<file path="config.mk">
export PLATFORM = sky130hd
export DESIGN_NAME = dma_chan_regs
export DESIGN_NICKNAME = d
export VERILOG_FILES = /design/src/common/dma_chan_pkg.sv /design/src/design/dma_chan_regs.sv
export SDC_FILE = /design/constraint.sdc
export NUM_CORES = 1
export LEC_CHECK = 0
export BUFFER_PORTS_ARGS = -buffer_cell sky130_fd_sc_hd__buf_2
export CORE_MARGIN = 8
export CORE_UTILIZATION = 59
export CTS_CLUSTER_DIAMETER = 30
export DETAILED_ROUTE_END_ITERATION = 12
export PLACE_DENSITY = 0.82
export SYNTH_ARGS = -nofsm -noshare
export SYNTH_HDL_FRONTEND = slang
export SYNTH_SLANG_ARGS = --single-unit
</file>
<file path="constraint.sdc">
create_clock -name core_clk -period 12 [get_ports core_clk]
set_input_delay 1.8 -clock core_clk [delete_from_list [all_inputs] [get_ports core_clk]]
set_output_delay 1.8 -clock core_clk [all_outputs]
set_load 0.005 [all_outputs]
</file>
<file path="src/common/dma_chan_pkg.sv">
// Purpose: Constants for the single-channel transfer setup block.
// Assumes: APB byte addresses, one 32-bit word per register.
// Notes: Field positions follow the channel setup word layout.
package dma_chan_pkg;
   // Register byte offsets
   localparam logic [7:0] OFF_FLAGS = 8'h00;
   localparam logic [7:0] OFF_CLEAR = 8'h04;
   localparam logic [7:0] OFF_SETUP = 8'h08;
   localparam logic [7:0] OFF_REMAIN = 8'h0C;
   localparam logic [7:0] OFF_PPTR = 8'h10;
   localparam logic [7:0] OFF_MPTR = 8'h14;
   localparam logic [31:0] RST_WORD = 32'h0000_0000;

   // Channel setup fields
   localparam int B_ON = 0;
   localparam int B_DONEIE = 1;
   localparam int B_MIDIE = 2;
   localparam int B_FAULTIE = 3;
   localparam int B_DIR = 4;
   localparam int B_WRAP = 5;
   localparam int B_PSTEP = 6;
   localparam int B_MSTEP = 7;
   localparam int PW_LO = 8;
   localparam int MW_LO = 10;
   localparam int ARB_LO = 12;
   localparam int B_M2M = 14;
   localparam int LOCK_LO = 4;
   localparam int SETUP_HI = 14;

   // Event flag and clear bank fields
   localparam int F_ANY = 0;
   localparam int F_DONE = 1;
   localparam int F_MID = 2;
   localparam int F_FAULT = 3;
   localparam int FLAG_W = 4;

   localparam int CNT_W = 16;
   localparam int LAST_IDX = 5;

   // Beat size codes; the fourth code is reserved
   localparam logic [1:0] SZ_8 = 2'h0;
   localparam logic [1:0] SZ_16 = 2'h1;
   localparam logic [1:0] SZ_32 = 2'h2;
   localparam logic [31:0] STEP_1 = 32'h0000_0001;
   localparam logic [31:0] STEP_2 = 32'h0000_0002;
   localparam logic [31:0] STEP_4 = 32'h0000_0004;

   typedef enum logic {
      ST_IDLE = 1'b0,
      ST_BUSY = 1'b1
   } xfer_state_t;
endpackage

</file>
<file path="src/design/dma_chan_regs.sv">
// Purpose: Setup registers and transfer sequencing of one channel.
// Assumes: APB slave, one clock, the bus master acknowledges beats.
// Notes: Each beat is requested on xferReq and ends on xferAck or xferErr.
// Functional notes
// - Memory-to-memory bit fourteen, locked while on
// - Two-bit arbitration level, locked while on
// - Direction, wrap and step bits locked while on
// - Widths: 8, 16, 32 bit; eleven reserved
// - Memory step bit: fixed or increasing address
// - Peripheral step bit: fixed or increasing address
// - Direction bit selects source and destination
// - Wraparound reloads counter after completion
// - Fault interrupt gated by its enable
// - Midpoint interrupt gated by its enable
// - Done interrupt gated by its enable
// - Counter read-only when on, counts down
// - No transfer while counter is zero
// - Counter and pointers locked while on
// - Half-word beats drop pointer bit zero
// - Word beats drop two pointer bits
// - Hardware sets flags, write one clears
// - Channel interrupt when enabled flag set
//
// Design decision made here: the APB register port.
`timescale 1ns/10ps
`default_nettype none

module dma_chan_regs
   import dma_chan_pkg::*;
(
   input wire logic core_clk,
   input wire logic reset_n,
   input wire logic psel,
   input wire logic penable,
   input wire logic pwrite,
   input wire logic [7:0] paddr,
   input wire logic [31:0] pwdata,
   output logic [31:0] prdata,
   output logic pready,
   output logic pslverr,
   input wire logic perReq,
   input wire logic xferAck,
   input wire logic xferErr,
   output logic xferReq,
   output logic [31:0] srcAddr,
   output logic [31:0] dstAddr,
   output logic [1:0] srcSize,
   output logic [1:0] dstSize,
   output logic [1:0] arbLevel,
   output logic chanIrq
);

   // Beat size decode; reserved code falls back to byte beats
   function automatic logic [31:0] stepOf(input logic [1:0] sz);
      logic [31:0] s;
      s = STEP_1;
      if (sz == SZ_16) begin
         s = STEP_2;
      end else if (sz == SZ_32) begin
         s = STEP_4;
      end
      return s;
   endfunction

   function automatic logic [31:0] alignOf(input logic [31:0] a,
                                           input logic [1:0] sz);
      return a & ~(stepOf(sz) - STEP_1);
   endfunction

   logic rstMeta_q;
   logic rstN;
   logic pready_q;
   logic pslverr_q;
   logic [31:0] prdata_q;
   logic [SETUP_HI:0] setup_q;
   logic [CNT_W-1:0] cnt_q;
   logic [CNT_W-1:0] reload_q;
   logic [31:0] perBase_q;
   logic [31:0] memBase_q;
   logic [31:0] perCur_q;
   logic [31:0] memCur_q;
   logic [FLAG_W-1:0] flags_q;
   logic [FLAG_W-1:0] flags_d;
   logic chanIrq_q;
   logic xferReq_q;
   logic [31:0] srcAddr_q;
   logic [31:0] dstAddr_q;
   logic [1:0] srcSize_q;
   logic [1:0] dstSize_q;
   xfer_state_t state_q;

   logic acc;
   logic wr;
   logic mapped;
   logic on;
   logic [1:0] perSz;
   logic [1:0] memSz;
   logic beatEnd;
   logic faultEv;
   logic [CNT_W-1:0] cntNext;
   logic lastBeat;
   logic reloadNow;
   logic midEv;
   logic canStart;
   logic [FLAG_W-1:0] setMask;
   logic [FLAG_W-1:0] clrMask;
   logic [31:0] rdMux;

   // Reset release through two flops
   always_ff @(posedge core_clk or negedge reset_n) begin
      if (!reset_n) begin
         rstMeta_q <= 1'b0;
         rstN <= 1'b0;
      end else begin
         rstMeta_q <= 1'b1;
         rstN <= rstMeta_q;
      end
   end

   assign on = setup_q[B_ON];
   assign perSz = setup_q[PW_LO+1:PW_LO];
   assign memSz = setup_q[MW_LO+1:MW_LO];
   assign acc = psel & penable;
   // One wait state keeps read data registered
   assign wr = acc & pready_q & pwrite;
   assign mapped = (paddr[1:0] == 2'h0) && (paddr[7:2] <= 6'(LAST_IDX));

   always_ff @(posedge core_clk or negedge rstN) begin
      if (!rstN) begin
         pready_q <= 1'b0;
         pslverr_q <= 1'b0;
      end else begin
         pready_q <= acc & ~pready_q;
         pslverr_q <= acc & ~pready_q & ~mapped;
      end
   end

   always_comb begin
      rdMux = RST_WORD;
      unique case (paddr)
         OFF_FLAGS: rdMux[FLAG_W-1:0] = flags_q;
         OFF_SETUP: rdMux[SETUP_HI:0] = setup_q;
         OFF_REMAIN: rdMux[CNT_W-1:0] = cnt_q;
         OFF_PPTR: rdMux = perBase_q;
         OFF_MPTR: rdMux = memBase_q;
         default: rdMux = RST_WORD;
      endcase
   end

   always_ff @(posedge core_clk or negedge rstN) begin
      if (!rstN) begin
         prdata_q <= RST_WORD;
      end else if (acc & ~pready_q & ~pwrite) begin
         prdata_q <= rdMux;
      end
   end

   // Beat bookkeeping
   assign beatEnd = (state_q == ST_BUSY) & xferAck & ~xferErr;
   assign faultEv = (state_q == ST_BUSY) & xferErr;
   assign cntNext = cnt_q - CNT_W'(1);
   assign lastBeat = beatEnd & (cntNext == '0);
   assign reloadNow = lastBeat & setup_q[B_WRAP];
   assign midEv = beatEnd & (cntNext == (reload_q >> 1));
   assign canStart = on & (cnt_q != '0) & (setup_q[B_M2M] | perReq);

   // Setup word; enables stay writable, mode fields lock
   always_ff @(posedge core_clk or negedge rstN) begin
      if (!rstN) begin
         setup_q <= '0;
      end else if (wr && paddr == OFF_SETUP) begin
         setup_q[B_FAULTIE:B_ON] <= pwdata[B_FAULTIE:B_ON];
         if (!on) begin
            setup_q[SETUP_HI:LOCK_LO] <= pwdata[SETUP_HI:LOCK_LO];
         end
      end else if (faultEv) begin
         // A failed beat leaves the channel off for software to inspect
         setup_q[B_ON] <= 1'b0;
      end
   end

   assign arbLevel = setup_q[ARB_LO+1:ARB_LO];

   // Remaining counter
   always_ff @(posedge core_clk or negedge rstN) begin
      if (!rstN) begin
         cnt_q <= '0;
         reload_q <= '0;
      end else if (wr && paddr == OFF_REMAIN && !on) begin
         cnt_q <= pwdata[CNT_W-1:0];
         reload_q <= pwdata[CNT_W-1:0];
      end else if (beatEnd) begin
         cnt_q <= reloadNow ? reload_q : cntNext;
      end
   end

   // Base pointers
   always_ff @(posedge core_clk or negedge rstN) begin
      if (!rstN) begin
         perBase_q <= RST_WORD;
         memBase_q <= RST_WORD;
      end else if (wr && !on) begin
         if (paddr == OFF_PPTR) begin
            perBase_q <= pwdata;
         end
         if (paddr == OFF_MPTR) begin
            memBase_q <= pwdata;
         end
      end
   end

   // Working pointers follow the bases while the channel is off
   always_ff @(posedge core_clk or negedge rstN) begin
      if (!rstN) begin
         perCur_q <= RST_WORD;
         memCur_q <= RST_WORD;
      end else if (!on || reloadNow) begin
         perCur_q <= perBase_q;
         memCur_q <= memBase_q;
      end else if (beatEnd) begin
         if (setup_q[B_PSTEP]) begin
            perCur_q <= perCur_q + stepOf(perSz);
         end
         if (setup_q[B_MSTEP]) begin
            memCur_q <= memCur_q + stepOf(memSz);
         end
      end
   end

   // Beat request sequencer
   always_ff @(posedge core_clk or negedge rstN) begin
      if (!rstN) begin
         state_q <= ST_IDLE;
         xferReq_q <= 1'b0;
      end else begin
         unique case (state_q)
            ST_IDLE: begin
               if (canStart) begin
                  state_q <= ST_BUSY;
                  xferReq_q <= 1'b1;
               end
            end
            ST_BUSY: begin
               if (xferAck || xferErr || !on) begin
                  state_q <= ST_IDLE;
                  xferReq_q <= 1'b0;
               end
            end
         endcase
      end
   end

   always_ff @(posedge core_clk or negedge rstN) begin
      if (!rstN) begin
         srcAddr_q <= RST_WORD;
         dstAddr_q <= RST_WORD;
         srcSize_q <= SZ_8;
         dstSize_q <= SZ_8;
      end else if (state_q == ST_IDLE && canStart) begin
         if (setup_q[B_DIR]) begin
            srcAddr_q <= alignOf(memCur_q, memSz);
            dstAddr_q <= alignOf(perCur_q, perSz);
            srcSize_q <= memSz;
            dstSize_q <= perSz;
         end else begin
            srcAddr_q <= alignOf(perCur_q, perSz);
            dstAddr_q <= alignOf(memCur_q, memSz);
            srcSize_q <= perSz;
            dstSize_q <= memSz;
         end
      end
   end

   // Event flags; a new event beats a clear in the same cycle
   always_comb begin
      setMask = '0;
      setMask[F_FAULT] = faultEv;
      setMask[F_MID] = midEv;
      setMask[F_DONE] = lastBeat;
      setMask[F_ANY] = faultEv | midEv | lastBeat;
      clrMask = '0;
      if (wr && paddr == OFF_CLEAR) begin
         clrMask = pwdata[FLAG_W-1:0];
         if (pwdata[F_ANY]) begin
            clrMask = '1;
         end
      end
      flags_d = (flags_q & ~clrMask) | setMask;
   end

   always_ff @(posedge core_clk or negedge rstN) begin
      if (!rstN) begin
         flags_q <= '0;
         chanIrq_q <= 1'b0;
      end else begin
         flags_q <= flags_d;
         chanIrq_q <= (flags_q[F_FAULT] & setup_q[B_FAULTIE])
                    | (flags_q[F_MID] & setup_q[B_MIDIE])
                    | (flags_q[F_DONE] & setup_q[B_DONEIE]);
      end
   end

   assign prdata = prdata_q;
   assign pready = pready_q;
   assign pslverr = pslverr_q;
   assign xferReq = xferReq_q;
   assign srcAddr = srcAddr_q;
   assign dstAddr = dstAddr_q;
   assign srcSize = srcSize_q;
   assign dstSize = dstSize_q;
   assign chanIrq = chanIrq_q;
endmodule // dma_chan_regs

`default_nettype wire

</file>
-- Word-level counts from Yosys, hierarchy flattened
Index checks and enable logic that the tools add are counted.
- output and inout bits: 106
- bits in latches: 0
- input bits: 48
- RAM bits: 0
- memories: 0
- logic and storage cells: 152
- register bits: 286
- ROM bits: 0
- divide/modulo/power cells: 0
- muxes and demuxes: 45
- multiply operators: 0
- bitwise operators: 39
- order comparisons: 1
- shift-type cells: 0
- reduce and logical (&&, ||, !) cells: 26
- $add $sub $neg: 7
- equality and inequality tests: 12
- operator list (operator ; count):
    $mux 32 ; 22
    $and 32x32->32 ; 4
    $not 32->32 ; 4
    $sub 32x1->32 const B ; 4
    $add 32x32->32 ; 2
    $mux 16 ; 3
    $pmux 11 s4 ; 1
    $pmux 16 s2 ; 1
    $pmux 4 s5 ; 1
    $and 1x1->1 ; 17
    $eq 16x15->1 ; 1
    $eq 8x4->1 const B ; 2
    $eq 8x5->1 const B ; 2
    $logic_not 16->1 ; 1
    $reduce_bool 16->1 ; 1
    $sub 16x1->16 const B ; 1
    $mux 3 ; 4
    $reduce_and 2->1 ; 6
    $reduce_bool 2->1 ; 5
    $eq 8x3->1 const B ; 1
    $logic_not 8->1 ; 1
    $mux 4 ; 2
    $logic_and 1x1->1 ; 7
    $le 6x3->1 const B ; 1
    16 further kinds ; 36

-- Depth between registers and ports, before layout
Gate-level depths: netlist of run 1.
- depth in word-level cells: 10
- gate-level depth with buffers: 14
- mapped depth without buffers: 12

-- Least setup slack after synthesis of run 1
Ideal clock, no wire load.
- path type: input-to-reg
- start point: input paddr[1]
- end point: register setup_q[1]
- stages: 5
- arrival: 3524 ps
- required time: 11875 ps
- setup time: 125 ps
- buffers on the path: 0
- slack: 8351 ps
- cells stage by stage: nor3_1 -> nand2_1 -> nor4b_1 -> nor2b_1 -> mux2_2
- longest elaborated chain between the ends: 2
- ends and longest elaborated chain (what ; RTL line ; RTL):
    from (decl) ; dma_chan_regs.sv:36 ; input wire logic [7:0] paddr,
    $eq 8x4->1 ; dma_chan_regs.sv:171 ; end else if (wr && paddr == OFF_SETUP) begin
    $logic_and 1x1->1 ; dma_chan_regs.sv:171 ;
    to (signal, indexed assignment) ; dma_chan_regs.sv:172 ; setup_q[B_FAULTIE:B_ON] <= pwdata[B_FAULTIE:B_ON];
    to (signal, indexed assignment) ; dma_chan_regs.sv:174 ; setup_q[SETUP_HI:LOCK_LO] <= pwdata[SETUP_HI:LOCK_LO];
    to (decl) ; dma_chan_regs.sv:75 ; logic [SETUP_HI:0] setup_q;
Every way passes these cells.
A chain may end at the register's enable or synchronous reset.

-- Final worst setup path of run 1
- start point: register cnt_q[0]
- end point: register memCur_q[0]
- longest elaborated chain between the ends: 7
- elaborated cells between the ends (all ways): 9
- classes of those cells: add/sub (1); mux (1); bitwise (2); reduce/logical (5)
- ends and longest elaborated chain (what ; RTL line ; RTL):
    from (decl) ; dma_chan_regs.sv:76 ; logic [CNT_W-1:0] cnt_q;
    from (signal assigned) ; dma_chan_regs.sv:190 ; cnt_q <= pwdata[CNT_W-1:0];
    from (signal assigned) ; dma_chan_regs.sv:193 ; cnt_q <= reloadNow ? reload_q : cntNext;
    $sub 16x1->16 (*) ; dma_chan_regs.sv:161 ; assign cntNext = cnt_q - CNT_W'(1);
    $logic_not 16->1 (*) ; dma_chan_regs.sv:162 ; assign lastBeat = beatEnd & (cntNext == '0);
    $and 1x1->1 (*) ; dma_chan_regs.sv:162 ;
    $and 1x1->1 (*) ; dma_chan_regs.sv:163 ; assign reloadNow = lastBeat & setup_q[B_WRAP];
    $logic_or 1x1->1 (*) ; dma_chan_regs.sv:217 ; end else if (!on || reloadNow) begin
    $reduce_bool 2->1 (no line) ; n/a ;
    $reduce_and 2->1 (no line) ; n/a ;
    to (signal assigned) ; dma_chan_regs.sv:219 ; memCur_q <= memBase_q;
    to (signal assigned) ; dma_chan_regs.sv:225 ; memCur_q <= memCur_q + stepOf(memSz);
    to (decl) ; dma_chan_regs.sv:81 ; logic [31:0] memCur_q;
Every way passes the cells marked *; elsewhere a longest branch is shown, timed or not.

==> results of run 1 <==
[cell type report]
class                           count  area, µm²  area share, %
Multi-Input combinational cell    982       6390           38.1
Inverter                           25       93.8          0.559
Clock buffer                       62       1440           8.59
Timing Repair Buffer              168        878           5.23
Sequential cell                   286       7160           42.7
Tap cell                          319        399           2.38
Clock inverter                     37        419           2.50
[stage by stage]
step,setup slack (ns),std cells
2_1_floorplan,3.44,1382
3_3_place_gp,7.49,1780
3_5_place_dp,7.32,1780
4_1_cts,7.78,1879
5_1_grt,7.50,1879
6_report,7.67,1879
[registers in the layout, indices dropped and copies added, names as in the netlist]
| name | cells |
|---|---|
| chanIrq | 1 |
| cnt_q | 16 |
| dstAddr | 32 |
| dstSize | 2 |
| flags_q | 4 |
| memBase_q | 32 |
| memCur_q | 32 |
| perBase_q | 32 |
| perCur_q | 32 |
| prdata | 32 |
| pready | 1 |
| pslverr | 1 |
| reload_q | 16 |
| rstMeta_q | 1 |
| rstN | 1 |
| setup_q | 15 |
| srcAddr | 32 |
| srcSize | 2 |
| state_q | 1 |
| xferReq | 1 |
[worst max-delay path: stages, from the launching register on]
cell	delay, ns
sky130_fd_sc_hd__dfrtp_1	0.48
sky130_fd_sc_hd__inv_1	0.13
sky130_fd_sc_hd__ha_1	0.31
sky130_fd_sc_hd__nor3b_1	0.67
sky130_fd_sc_hd__and3_1	0.35
sky130_fd_sc_hd__a2bb2oi_1	0.09
sky130_fd_sc_hd__o21a_1	0.27
sky130_fd_sc_hd__o41ai_4	0.31
sky130_fd_sc_hd__buf_4	0.47
sky130_fd_sc_hd__buf_4	0.70
sky130_fd_sc_hd__o21ai_0	0.30
[kinds of logic (layout without fill, tap and decap cells)]
kind of cell,count (synthesis),count (layout)
muxes,150,150
other,1,1
and+or+nand+nor,462,462
buffers and inverters,114,292
AOI/OAI and AO/OA,262,262
DFF,286,286
adders and majority gates,14,14
xor gates and xnor gates,93,93
[metal layers]
| layer | share of wire (%) | vias up | GRT usage (%) |
|---|---|---|---|
| li1 | - | 5136 | - |
| met1 | 41 | 5701 | 37.0 |
| met2 | 47 | 608 | 43.8 |
| met3 | 9.2 | 94 | 5.84 |
| met4 | 3.0 | 2 | 9.76 |
| met5 | 0.030 | - | 0 |
[synthesized netlist by cell type, types with 3 or more instances]
cell type / instances / area share (%)
sky130_fd_sc_hd__buf_6: 4 / 0.32
sky130_fd_sc_hd__clkbuf_1: 64 / 1.7
sky130_fd_sc_hd__buf_1: 6 / 0.16
sky130_fd_sc_hd__nand3_1: 28 / 1.0
sky130_fd_sc_hd__a311oi_1: 3 / 0.19
sky130_fd_sc_hd__o21a_1: 3 / 0.16
sky130_fd_sc_hd__and3_1: 17 / 0.76
sky130_fd_sc_hd__xor2_1: 50 / 3.1
sky130_fd_sc_hd__a21o_1: 17 / 0.91
sky130_fd_sc_hd__mux2_2: 80 / 6.4
sky130_fd_sc_hd__a21oi_1: 79 / 2.8
sky130_fd_sc_hd__dfrtp_1: 286 / 51
sky130_fd_sc_hd__a222oi_1: 13 / 0.93
sky130_fd_sc_hd__mux2i_1: 70 / 5.0
sky130_fd_sc_hd__a31oi_1: 5 / 0.22
sky130_fd_sc_hd__a22o_1: 12 / 0.75
sky130_fd_sc_hd__ha_1: 12 / 1.1
sky130_fd_sc_hd__a22oi_1: 8 / 0.43
sky130_fd_sc_hd__buf_4: 5 / 0.27
sky130_fd_sc_hd__inv_1: 25 / 0.67
sky130_fd_sc_hd__a221oi_1: 16 / 1.0
sky130_fd_sc_hd__nor3b_1: 3 / 0.16
sky130_fd_sc_hd__nand3b_1: 6 / 0.32
sky130_fd_sc_hd__o21ai_0: 81 / 2.9
sky130_fd_sc_hd__xnor2_1: 42 / 2.6
sky130_fd_sc_hd__clkbuf_2: 4 / 0.14
sky130_fd_sc_hd__nor2b_1: 7 / 0.31
sky130_fd_sc_hd__nor2_1: 145 / 3.9
sky130_fd_sc_hd__nand4_1: 18 / 0.80
sky130_fd_sc_hd__nor4_1: 11 / 0.49
sky130_fd_sc_hd__or3_1: 9 / 0.40
sky130_fd_sc_hd__o21ai_2: 15 / 0.94
sky130_fd_sc_hd__buf_2: 6 / 0.21
sky130_fd_sc_hd__nand2_1: 180 / 4.8
sky130_fd_sc_hd__nor3_1: 21 / 0.75
[path summary, 6_finish.rpt]
kind | cells after the start | slack (ns) | to | start
max | 10 | 7.67 | memCur_q[0]$_DFFE_PN0P_ | cnt_q[0]$_DFFE_PN0P_
min in group core_clk | 0 | 0.35 | rstN$_DFF_PN0_ | rstMeta_q$_DFF_PN0_
max in group asynchronous | 2 | 9.31 | dstAddr[12]$_DFFE_PN0P_ | rstN$_DFF_PN0_
min reg2reg | 0 | 0.30 | cnt_q[3]$_DFFE_PN0P_ | rstN$_DFF_PN0_
min | 0 | 0.30 | cnt_q[3]$_DFFE_PN0P_ | rstN$_DFF_PN0_
max reg2reg | 10 | 7.67 | memCur_q[0]$_DFFE_PN0P_ | cnt_q[0]$_DFFE_PN0P_
[report_power, final]
group	internal, mW	leakage, nW	switching, mW
logic	0.0412	3.08	0.0651
registers	0.993	3.93	0.0197
clock network	0.963	0.875	0.540
==> reports/results.tsv, run 1 <==
metric	value	unit
finish.utilization	71.7	%
post_synth_fa_ha_maj_area_fraction	1.36	%
final_nets	1579	
run_status	finished clean	
tritoncts	yes	
vdd_drop_max	120	µV
drc	0	
slew_viol_final	0	
post_synth_inst_count	1382	
num_rows	56	
number_of_flip_flops_and_latches_in_the_synthesized_netlist	286	
flow.area_growth_from_synthesis	19.9	%
timing_worst_setup_path_type	flip-flop to flip-flop	
yosys-mux-area-fraction	11.4	%
tritoncts.num_buffers	54	
cts_h_tree_depth	2	
seq_area_frac_synth	51.1	%
first_iter_violations	1268	
power.density_cell_area	156	nW/µm²
timing.critical_path.arrival	4.70	ns
final_cell_mix	sky130_fd_sc_hd__dfrtp_1, sky130_fd_sc_hd__nand2_1, sky130_fd_sc_hd__buf_2	
slew-limit-headroom	16.2	%
period_minus_ws_final	4.33	ns
total_leakage_power	7.88	nW
dominantRegCellSynth	sky130_fd_sc_hd__dfrtp_1	
synth-async-reset-ratio	100	%
dieHeight	170	µm
floorplan.io_pins	154	
detailed_place_hpwl	26600	µm
worst_setup_path_end_kind	flip-flop	
route.detailed.vias_per_inst	6.14	
effective_utilization_at_floorplan	59.8	%
layout_commonest_cell	sky130_fd_sc_hd__dfrtp_1	
dieWidth	170	µm
dieArea	28900	µm²
critical_path.max_fanout	80	
floorplan.core_area	23400	µm²
gpl.final_weighted_congestion	0.937	
final.fill_count	1663	
cts_hold_buf	0	
grt_first_pass_wirelength	63500	µm
setup_repair_after_global_routing_missed_its_margin	false	
max_cap_viol_count	0	
ctsRootBufferMaster	sky130_fd_sc_hd__clkbuf_16	
synth.cell_area	14000	µm²
postPlaceCellArea	14900	µm²
synthXorXnorAreaFrac	5.92	%
min_period_over_period	36.1	%
fin_skew	0.0399	ns
synth_top_family_by_area	simple AND/OR/NAND/NOR gates	
hold_violations	0	
syn_avg_cell_area	10.1	µm²
grt_max_degree	86	
ctsResizeCount	0	
critPathRequiredTime	12.37	ns
timing_worst_slew_pin_value	1.26	ns
synth_edf_count	0	
grt.total_usage	27.6	%
final.setup.tns	0	ns
clock_network_latency_to_the_later_pin_of_the_worst_skew_pair	0.58	ns
drive_above_1_share	23.8	%
antenna_violations_before_repair	1	
diodes	0	
clkTransAtPathRegs	0.05	ns
synth.lib_cells_used.distinct	57	
timing.critical_path.from_type	flip-flop	
via_count	11541	
finish.instance_area	16800	µm²
grt.overflow.total	0	
holdCritPathClass	flip-flop to asynchronous set/reset pin	
cts.sink_count	286	
report.power.total	2.62	mW
portBuffers	153	
post_dr_wirelength_cell	21.3	µm
synthesis.nets	1444	
synth_compound_area_share	11.9	%
fmaxAchievable	0.231	GHz
iteration_count_of_the_initial_detailed_routing_pass	8	
hold-worst-slack	0.296	ns
postRouteWirelength	40000	µm
synth-simple-area-share	14.7	%
report.final.setup_viol	0	
yosys_warning_total	0	
first_global_vias	11568	
clk_path_buf_depth	3	
cts.repair_timing.setup_buffer_count	0	
ant_nets	0	
No activity file was read; power rests on OpenSTA's default activity.
==> run 2, diff against run 1 <==
ABC_AREA = 1   (was default)
CORE_UTILIZATION = 60   (was 59)
PLACE_DENSITY = 0.83   (was 0.82)
clock period = 4.1 ns   (was 12 ns; I/O delays follow)
==> run 2 against run 1 <==
Net effect:
- non-clock buffer count up 10
- sequential power rose to 2.9 times the previous value
- wire length up 25%
- cell count up 39%
- power rose to 3.0 times the previous value
- via count up 35%
- design area up 10%
- critical path type unchanged
- worst hold slack better by 0.0053 ns
- setup slack worse by 7.0 ns
- critical path depth up 6
==> reports/results.tsv, run 2 <==
metric	value	unit	change
yosys-top-cells-count	sky130_fd_sc_hd__nand2_1, sky130_fd_sc_hd__dfrtp_1, sky130_fd_sc_hd__inv_1, sky130_fd_sc_hd__o21ai_0, sky130_fd_sc_hd__nand3_1		
layout_commonest_cell	sky130_fd_sc_hd__nand2_1		
drc	0		unchanged
detailed_place_hpwl	34800	µm	+30%
grt.overflow.total	0		unchanged
ctsRootBufferMaster	sky130_fd_sc_hd__clkbuf_16		
report.final.setup_viol	0		unchanged
diodes	0		unchanged
grt_max_degree	138		+60%
hold_violations	0		unchanged
iteration_count_of_the_initial_detailed_routing_pass	6		-2
clk_path_buf_depth	3		unchanged
hold_start	pwdata[24]		
power.density_cell_area	431	nW/µm²	+180%
ctsResizeCount	0		unchanged
worstSetupStartpoint	setup_q[8]$_DFFE_PN0P_		
r2r_end	perCur_q[28]$_DFFE_PN0P_		
dieWidth	177	µm	+4.4%
report.power.total	7.98	mW	+200%
dieHeight	177	µm	+4.4%
final.fill_count	2061		+24%
slew-limit-headroom	19.8	%	+3.6 points
tritoncts	yes		
tritoncts.num_buffers	57		+5.6%
final_cell_mix	sky130_fd_sc_hd__nand2_1, sky130_fd_sc_hd__dfrtp_1, sky130_fd_sc_hd__inv_1		
timing.rr.start	setup_q[8]$_DFFE_PN0P_		
grt_use_met3	7.17	%	+1.3 points
synth-async-reset-ratio	100	%	unchanged
min_period_over_period	84.0	%	+48 points
r2r.worst_path.cells	16		+6
post_dr_wirelength_cell	19.2	µm	-9.9%
timing.critical_path.from_type	flip-flop		
max_cap_viol_count	0		unchanged
total_leakage_power	9.17	nW	+16%
cts.sink_count	286		unchanged
dieArea	31500	µm²	+8.9%
post-synth-top-area-cell	sky130_fd_sc_hd__dfrtp_1		
route.detailed.vias_per_inst	5.96		-3.0%
grt_first_pass_wirelength	80000	µm	+26%
first_global_vias	14916		+29%
ant_nets	0		unchanged
setup_repair_after_global_routing_missed_its_margin	false		
num_rows	59		+5.4%
timing.critical_path.arrival	3.89	ns	-0.81 ns
yosysTopAreaCellShare	45.7	%	-5.4 points
dominantRegCellSynth	sky130_fd_sc_hd__dfrtp_1		
seq_area_frac_synth	45.7	%	-5.4 points
worst_setup_path_end_kind	flip-flop		
synth.area.top_cells	sky130_fd_sc_hd__dfrtp_1, sky130_fd_sc_hd__nand2_1, sky130_fd_sc_hd__o21ai_0, sky130_fd_sc_hd__inv_1, sky130_fd_sc_hd__nand3_1		
slew_viol_final	0		unchanged
floorplan.core_area	25800	µm²	+10%
via_count	15561		+35%
critical_path.max_fanout	6		-93%
cts_h_tree_depth	2		unchanged
portBuffers	153		unchanged
regToRegSetupSlack	0.66	ns	-7.01 ns
hold-worst-slack	0.301	ns	+0.00534 ns
cts.repair_timing.setup_buffer_count	0		unchanged
timing_worst_setup_path_type	flip-flop to flip-flop		
gpl.final_weighted_congestion	0.977		+4.2%
vdd_drop_max	396	µV	+230%
number_of_flip_flops_and_latches_in_the_synthesized_netlist	286		unchanged
run_status	finished clean		
synth.most_common_cell	sky130_fd_sc_hd__nand2_1		
yosys_warning_total	0		unchanged
first_iter_violations	1986		+57%
flow.area_growth_from_synthesis	18.4	%	
floorplan.io_pins	154		unchanged
synth.cell_area	15600	µm²	+12%
grt_use_met2	47.3	%	+3.5 points
clkTransAtPathRegs	0.06	ns	about the same
timing_worst_slew_pin_value	1.20	ns	-0.0547 ns
fmaxAchievable	0.290	GHz	+26%
postRouteWirelength	50100	µm	+25%
clock_network_latency_to_the_later_pin_of_the_worst_skew_pair	0.57	ns	about the same
critical_path.endpoint	perCur_q[28]$_DFFE_PN0P_		
holdCritPathClass	primary input to flip-flop		
cts_hold_buf	1		+1
grt_use_met1	44.6	%	+7.5 points
effective_utilization_at_floorplan	60.6	%	+0.72 points
grt.total_usage	31.6	%	+4.1 points
synth.lib_cells_used.distinct	44		-23%
syn_avg_cell_area	7.39	µm²	-27%
synthesis.nets	2180		+51%
synth_edf_count	0		unchanged
gr-max-usage-layer	met2		
post_synth_inst_count	2118		+53%
antenna_violations_before_repair	0		-1
final.setup.tns	0	ns	unchanged
drive_above_1_share	13.8	%	-10 points
period_minus_ws_final	3.44	ns	-0.888 ns
fin_skew	0.0169	ns	-0.0230 ns
critPathRequiredTime	4.55	ns	-7.82 ns
final_nets	2296		+45%
## run 2: cell type report
class,count,area (µm²),area share (%)
sequential,286,7170,38.7
multi-input combinational,1499,7150,38.6
clock buffer,70,1580,8.50
timing repair buffer,178,993,5.36
inverter,212,796,4.29
clock inverter,33,433,2.34
tap,335,419,2.26
## run 2: stage by stage
step / setup slack, ns / utilization, % / std cells / area, µm²
finish: 0.657 / 71.7 / 2613 / 18500
global route: 0.509 / 71.7 / 2613 / 18500
CTS: 0.697 / 71.7 / 2613 / 18500
detailed placement: 0.741 / 63.9 / 2509 / 16500
global placement: 0.917 / 63.9 / 2509 / 16500
floorplan: 1.25 / - / 2118 / 15600
## run 2: power by group
| group | switching (mW) | internal [mW] |
|---|---|---|
| combinational | 0.167 | 0.0894 |
| clock | 1.65 | 3.14 |
| sequential | 0.0543 | 2.88 |
| total | 1.87 | 6.11 |
## run 2: worst min-delay path by stage
stage / end / cells past startpoint
6_report: perBase_q[24]$_DFFE_PN0P_ / 3
5_1_grt: perBase_q[25]$_DFFE_PN0P_ / 3
4_1_cts: perBase_q[24]$_DFFE_PN0P_ / 3
3_5_place_dp: prdata[19]$_DFFE_PN0P_ / 0
3_3_place_gp: prdata[19]$_DFFE_PN0P_ / 0
2_1_floorplan: rstMeta_q$_DFF_PN0_ / 0
## run 2: worst max-delay path, stage by stage (launching register included)
cell and delay [ns]:
sky130_fd_sc_hd__dfrtp_1 0.40, sky130_fd_sc_hd__inv_1 0.10, sky130_fd_sc_hd__ha_1 0.30, sky130_fd_sc_hd__ha_1 0.20, sky130_fd_sc_hd__inv_1 0.09, sky130_fd_sc_hd__fa_1 0.40
sky130_fd_sc_hd__inv_1 0.07, sky130_fd_sc_hd__nand2_1 0.06, sky130_fd_sc_hd__a21oi_2 0.30, sky130_fd_sc_hd__nand4_1 0.26, sky130_fd_sc_hd__nor2_1 0.27, sky130_fd_sc_hd__nand3_1 0.18
sky130_fd_sc_hd__nor2_2 0.25, sky130_fd_sc_hd__nand2_1 0.10, sky130_fd_sc_hd__or2_0 0.21, sky130_fd_sc_hd__nand3_1 0.08, sky130_fd_sc_hd__nand2_1 0.05
## run 2: metal layers
| layer | share of wire (%) | up-vias | wire (µm) |
|---|---|---|---|
| li1 | - | 7138 | - |
| met1 | 41 | 7331 | 20600 |
| met2 | 44 | 966 | 22000 |
| met3 | 12 | 126 | 5820 |
| met4 | 3.3 | 0 | 1670 |
| met5 | 0 | - | 0 |
## run 2: cells by family (layout without fill, tap and decap cells)
family,after synthesis,count (layout),share of synthesized area (%)
other cells,1,1,0.0240
buf+inv,333,493,8.60
flops,286,286,45.7
simple gates,1143,1143,31.8
mux,12,12,0.768
compound gates,291,291,9.69
fa+ha+maj,14,14,1.22
xor+xnor,38,38,2.13
==> run 3, diff against run 2 <==
CORE_UTILIZATION = 54   (was 60)
PLACE_DENSITY = 0.79   (was 0.83)
clock period = 2.8 ns   (was 4.1 ns; I/O delays follow)
==> run 3 against run 2 <==
Net effect:
- die area up 10%
- count of clock-buffer cells in the layout down 4
- clock power up 52%
- design area up 3.3%
- combinational power up 52%
- wire length down 1.1%
- largest power group unchanged
- clock skew up 0.0024 ns
==> reports/results.tsv, run 3 (same netlist as run 2, synthesis figures left out) <==
metric	value	unit	change
timing_worst_slew_pin_value	1.36	ns	+0.158 ns
drc	0		unchanged
first_global_vias	14901		-0.10%
floorplan.io_pins	154		unchanged
grt.total_usage	28.5	%	-3.2 points
run_status	finished clean		
grt_use_met2	43.2	%	-4.1 points
postRouteWirelength	49500	µm	-1.1%
via_count	15614		+0.34%
portBuffers	153		unchanged
worst_setup_path_end_kind	flip-flop		
effective_utilization_at_floorplan	54.7	%	-5.9 points
grt_use_met1	40.6	%	-3.9 points
detailed_place_hpwl	35100	µm	+0.95%
total_leakage_power	9.47	nW	+3.2%
clk_path_buf_depth	3		unchanged
grt_use_met3	5.61	%	-1.6 points
dieHeight	186	µm	+4.9%
cts_h_tree_depth	2		unchanged
route.detailed.vias_per_inst	5.78		-2.9%
final_cell_mix	sky130_fd_sc_hd__nand2_1, sky130_fd_sc_hd__dfrtp_1, sky130_fd_sc_hd__o21ai_0		
critPathRequiredTime	3.25	ns	-1.30 ns
tritoncts.num_buffers	58		+1.8%
fin_skew	0.0193	ns	+0.00237 ns
dieWidth	186	µm	+4.9%
critical_path.max_fanout	3		-3
floorplan.core_area	28600	µm²	+11%
gr-max-usage-layer	met2		
timing.critical_path.arrival	3.20	ns	-0.69 ns
iteration_count_of_the_initial_detailed_routing_pass	6		unchanged
cts.sink_count	286		unchanged
grt_first_pass_wirelength	79400	µm	-0.82%
timing_worst_setup_path_type	flip-flop to flip-flop		
drive_above_1_share	16.4	%	+2.6 points
setup_repair_after_global_routing_missed_its_margin	true		
first_iter_violations	2048		+3.1%
slew_viol_final	0		unchanged
vdd_drop_max	577	µV	+46%
finish.utilization	66.8	%	-4.9 points
crit_top_cell	sky130_fd_sc_hd__buf_4		
r2r.worst_path.cells	17		+1
grt_max_degree	105		-24%
slew-limit-headroom	8.98	%	-11 points
power.density_cell_area	626	nW/µm²	+45%
antenna_violations_before_repair	0		unchanged
final.setup.tns	0	ns	unchanged
ant_nets	0		unchanged
diodes	0		unchanged
min_period_over_period	98.3	%	+14 points
preCtsSetupSlack	-0.102	ns	-0.843 ns
gpl.final_weighted_congestion	0.984		+0.76%
max_cap_viol_count	0		unchanged
period_minus_ws_final	2.75	ns	-0.690 ns
ctsRootBufferMaster	sky130_fd_sc_hd__clkbuf_16		
dieArea	34700	µm²	+10%
critPathSlowestCell	sky130_fd_sc_hd__dfrtp_1		
layout_commonest_cell	sky130_fd_sc_hd__nand2_1		
post_dr_wirelength_cell	18.3	µm	-4.3%
fmaxAchievable	0.363	GHz	+25%
hold-path-cell-count	3		unchanged
max_stage_delay	0.41	ns	about the same
holdCritPathClass	primary input to flip-flop		
final_nets	2330		+1.5%
timing.critical_path.from_type	flip-flop		
clkTransAtPathRegs	0.05	ns	about the same
final.setup.worst_slack	0.0473	ns	-0.610 ns
flow.area_growth_from_synthesis	22.3	%	
path_cells	ha_4 -> ha_4 -> inv_2 -> fa_2 -> inv_2 -> nand2_2 -> a21oi_2 -> nand4_1 -> nor2_2 -> buf_4 -> buf_4 -> buf_4 -> nand2_1 -> nor2_1 -> nor3_1 -> nand3_1 -> nand3_2		
num_rows	62		+5.1%
report.final.setup_viol	0		unchanged
grt.overflow.total	0		unchanged
clock_network_latency_to_the_later_pin_of_the_worst_skew_pair	0.58	ns	about the same
tritoncts	yes		
hold_violations	0		unchanged
[run 3: cell count changes in the layout (fill, tap and decap cells not counted), sizes merged]
cell / delta
buf: +33
clkinvlp: -2
clkbuf: -4
bufinv: +3
clkinv: +9
[run 3: layer usage]
metal	vias up	wire, µm	part of all wire, %
li1	7219	-	-
met1	7322	20500	41
met2	940	21800	44
met3	133	5860	12
met4	0	1420	2.9
met5	-	0	0
[run 3: where the power goes]
part / switching [mW] / leakage [nW] / internal, mW
registers: 0.0765 / 3.78 / 4.22
clock network: 2.44 / 1.03 / 4.85
logic: 0.247 / 4.66 / 0.141
total: 2.76 / 9.47 / 9.21
[run 3: repair_timing]
item / 4_1_cts / 5_1_grt
pin swaps: 6 / 11
buffers inserted: 3 / 2
setup endpoints to repair: 4 / 19
hold endpoints to repair: 2 / 0
hold buffers: 1 / 0
gates resized for setup: 7 / 25
[run 3: final cells by class]
type,instances,area (µm²)
fillers,2333,9490
multi-input cells,1499,7260
flip-flops and latches,286,7170
clock buffers,66,1540
repair buffers,211,1330
inverters,212,796
clock inverters,43,558
well taps,384,480
[run 3: worst paths after layout]
check                                             from                  endpoint  slack (ns)
worst max-delay path            setup_q[9]$_DFFE_PN0P_  perCur_q[18]$_DFFE_PN0P_        0.05
worst max register to register  setup_q[9]$_DFFE_PN0P_  perCur_q[18]$_DFFE_PN0P_        0.05
worst min register to register     rstMeta_q$_DFF_PN0_            rstN$_DFF_PN0_        0.35
worst min-delay path                        pwdata[13]  reload_q[13]$_DFFE_PN0P_        0.09
min in group asynchronous                      reset_n            rstN$_DFF_PN0_        0.16
max in group asynchronous               rstN$_DFF_PN0_    setup_q[4]$_DFFE_PN0P_        1.66
[run 3: metrics by stage]
step | cells | total power, mW | cell area [µm²] | hold WS [ns]
CTS | 2699 | 12.0 | 19000 | 0.0948
floorplan | 2118 | 4.53 | 15700 | 0.124
detailed placement | 2586 | 4.75 | 16900 | 0.208
global route | 2701 | 12.3 | 19100 | 0.118
global placement | 2586 | 4.74 | 16900 | 0.207
finish | 2701 | 12.0 | 19100 | 0.0934
[run 3: critical path: cells and delay by family, from the launching register on]
family,cells,cell delay (ns)
adder cells (fa/ha/maj),3,0.77
buffers and inverters,5,0.42
AO/OA/AOI/OAI,1,0.17
AND/OR/NAND/NOR,8,0.85
flip-flops,1,0.41
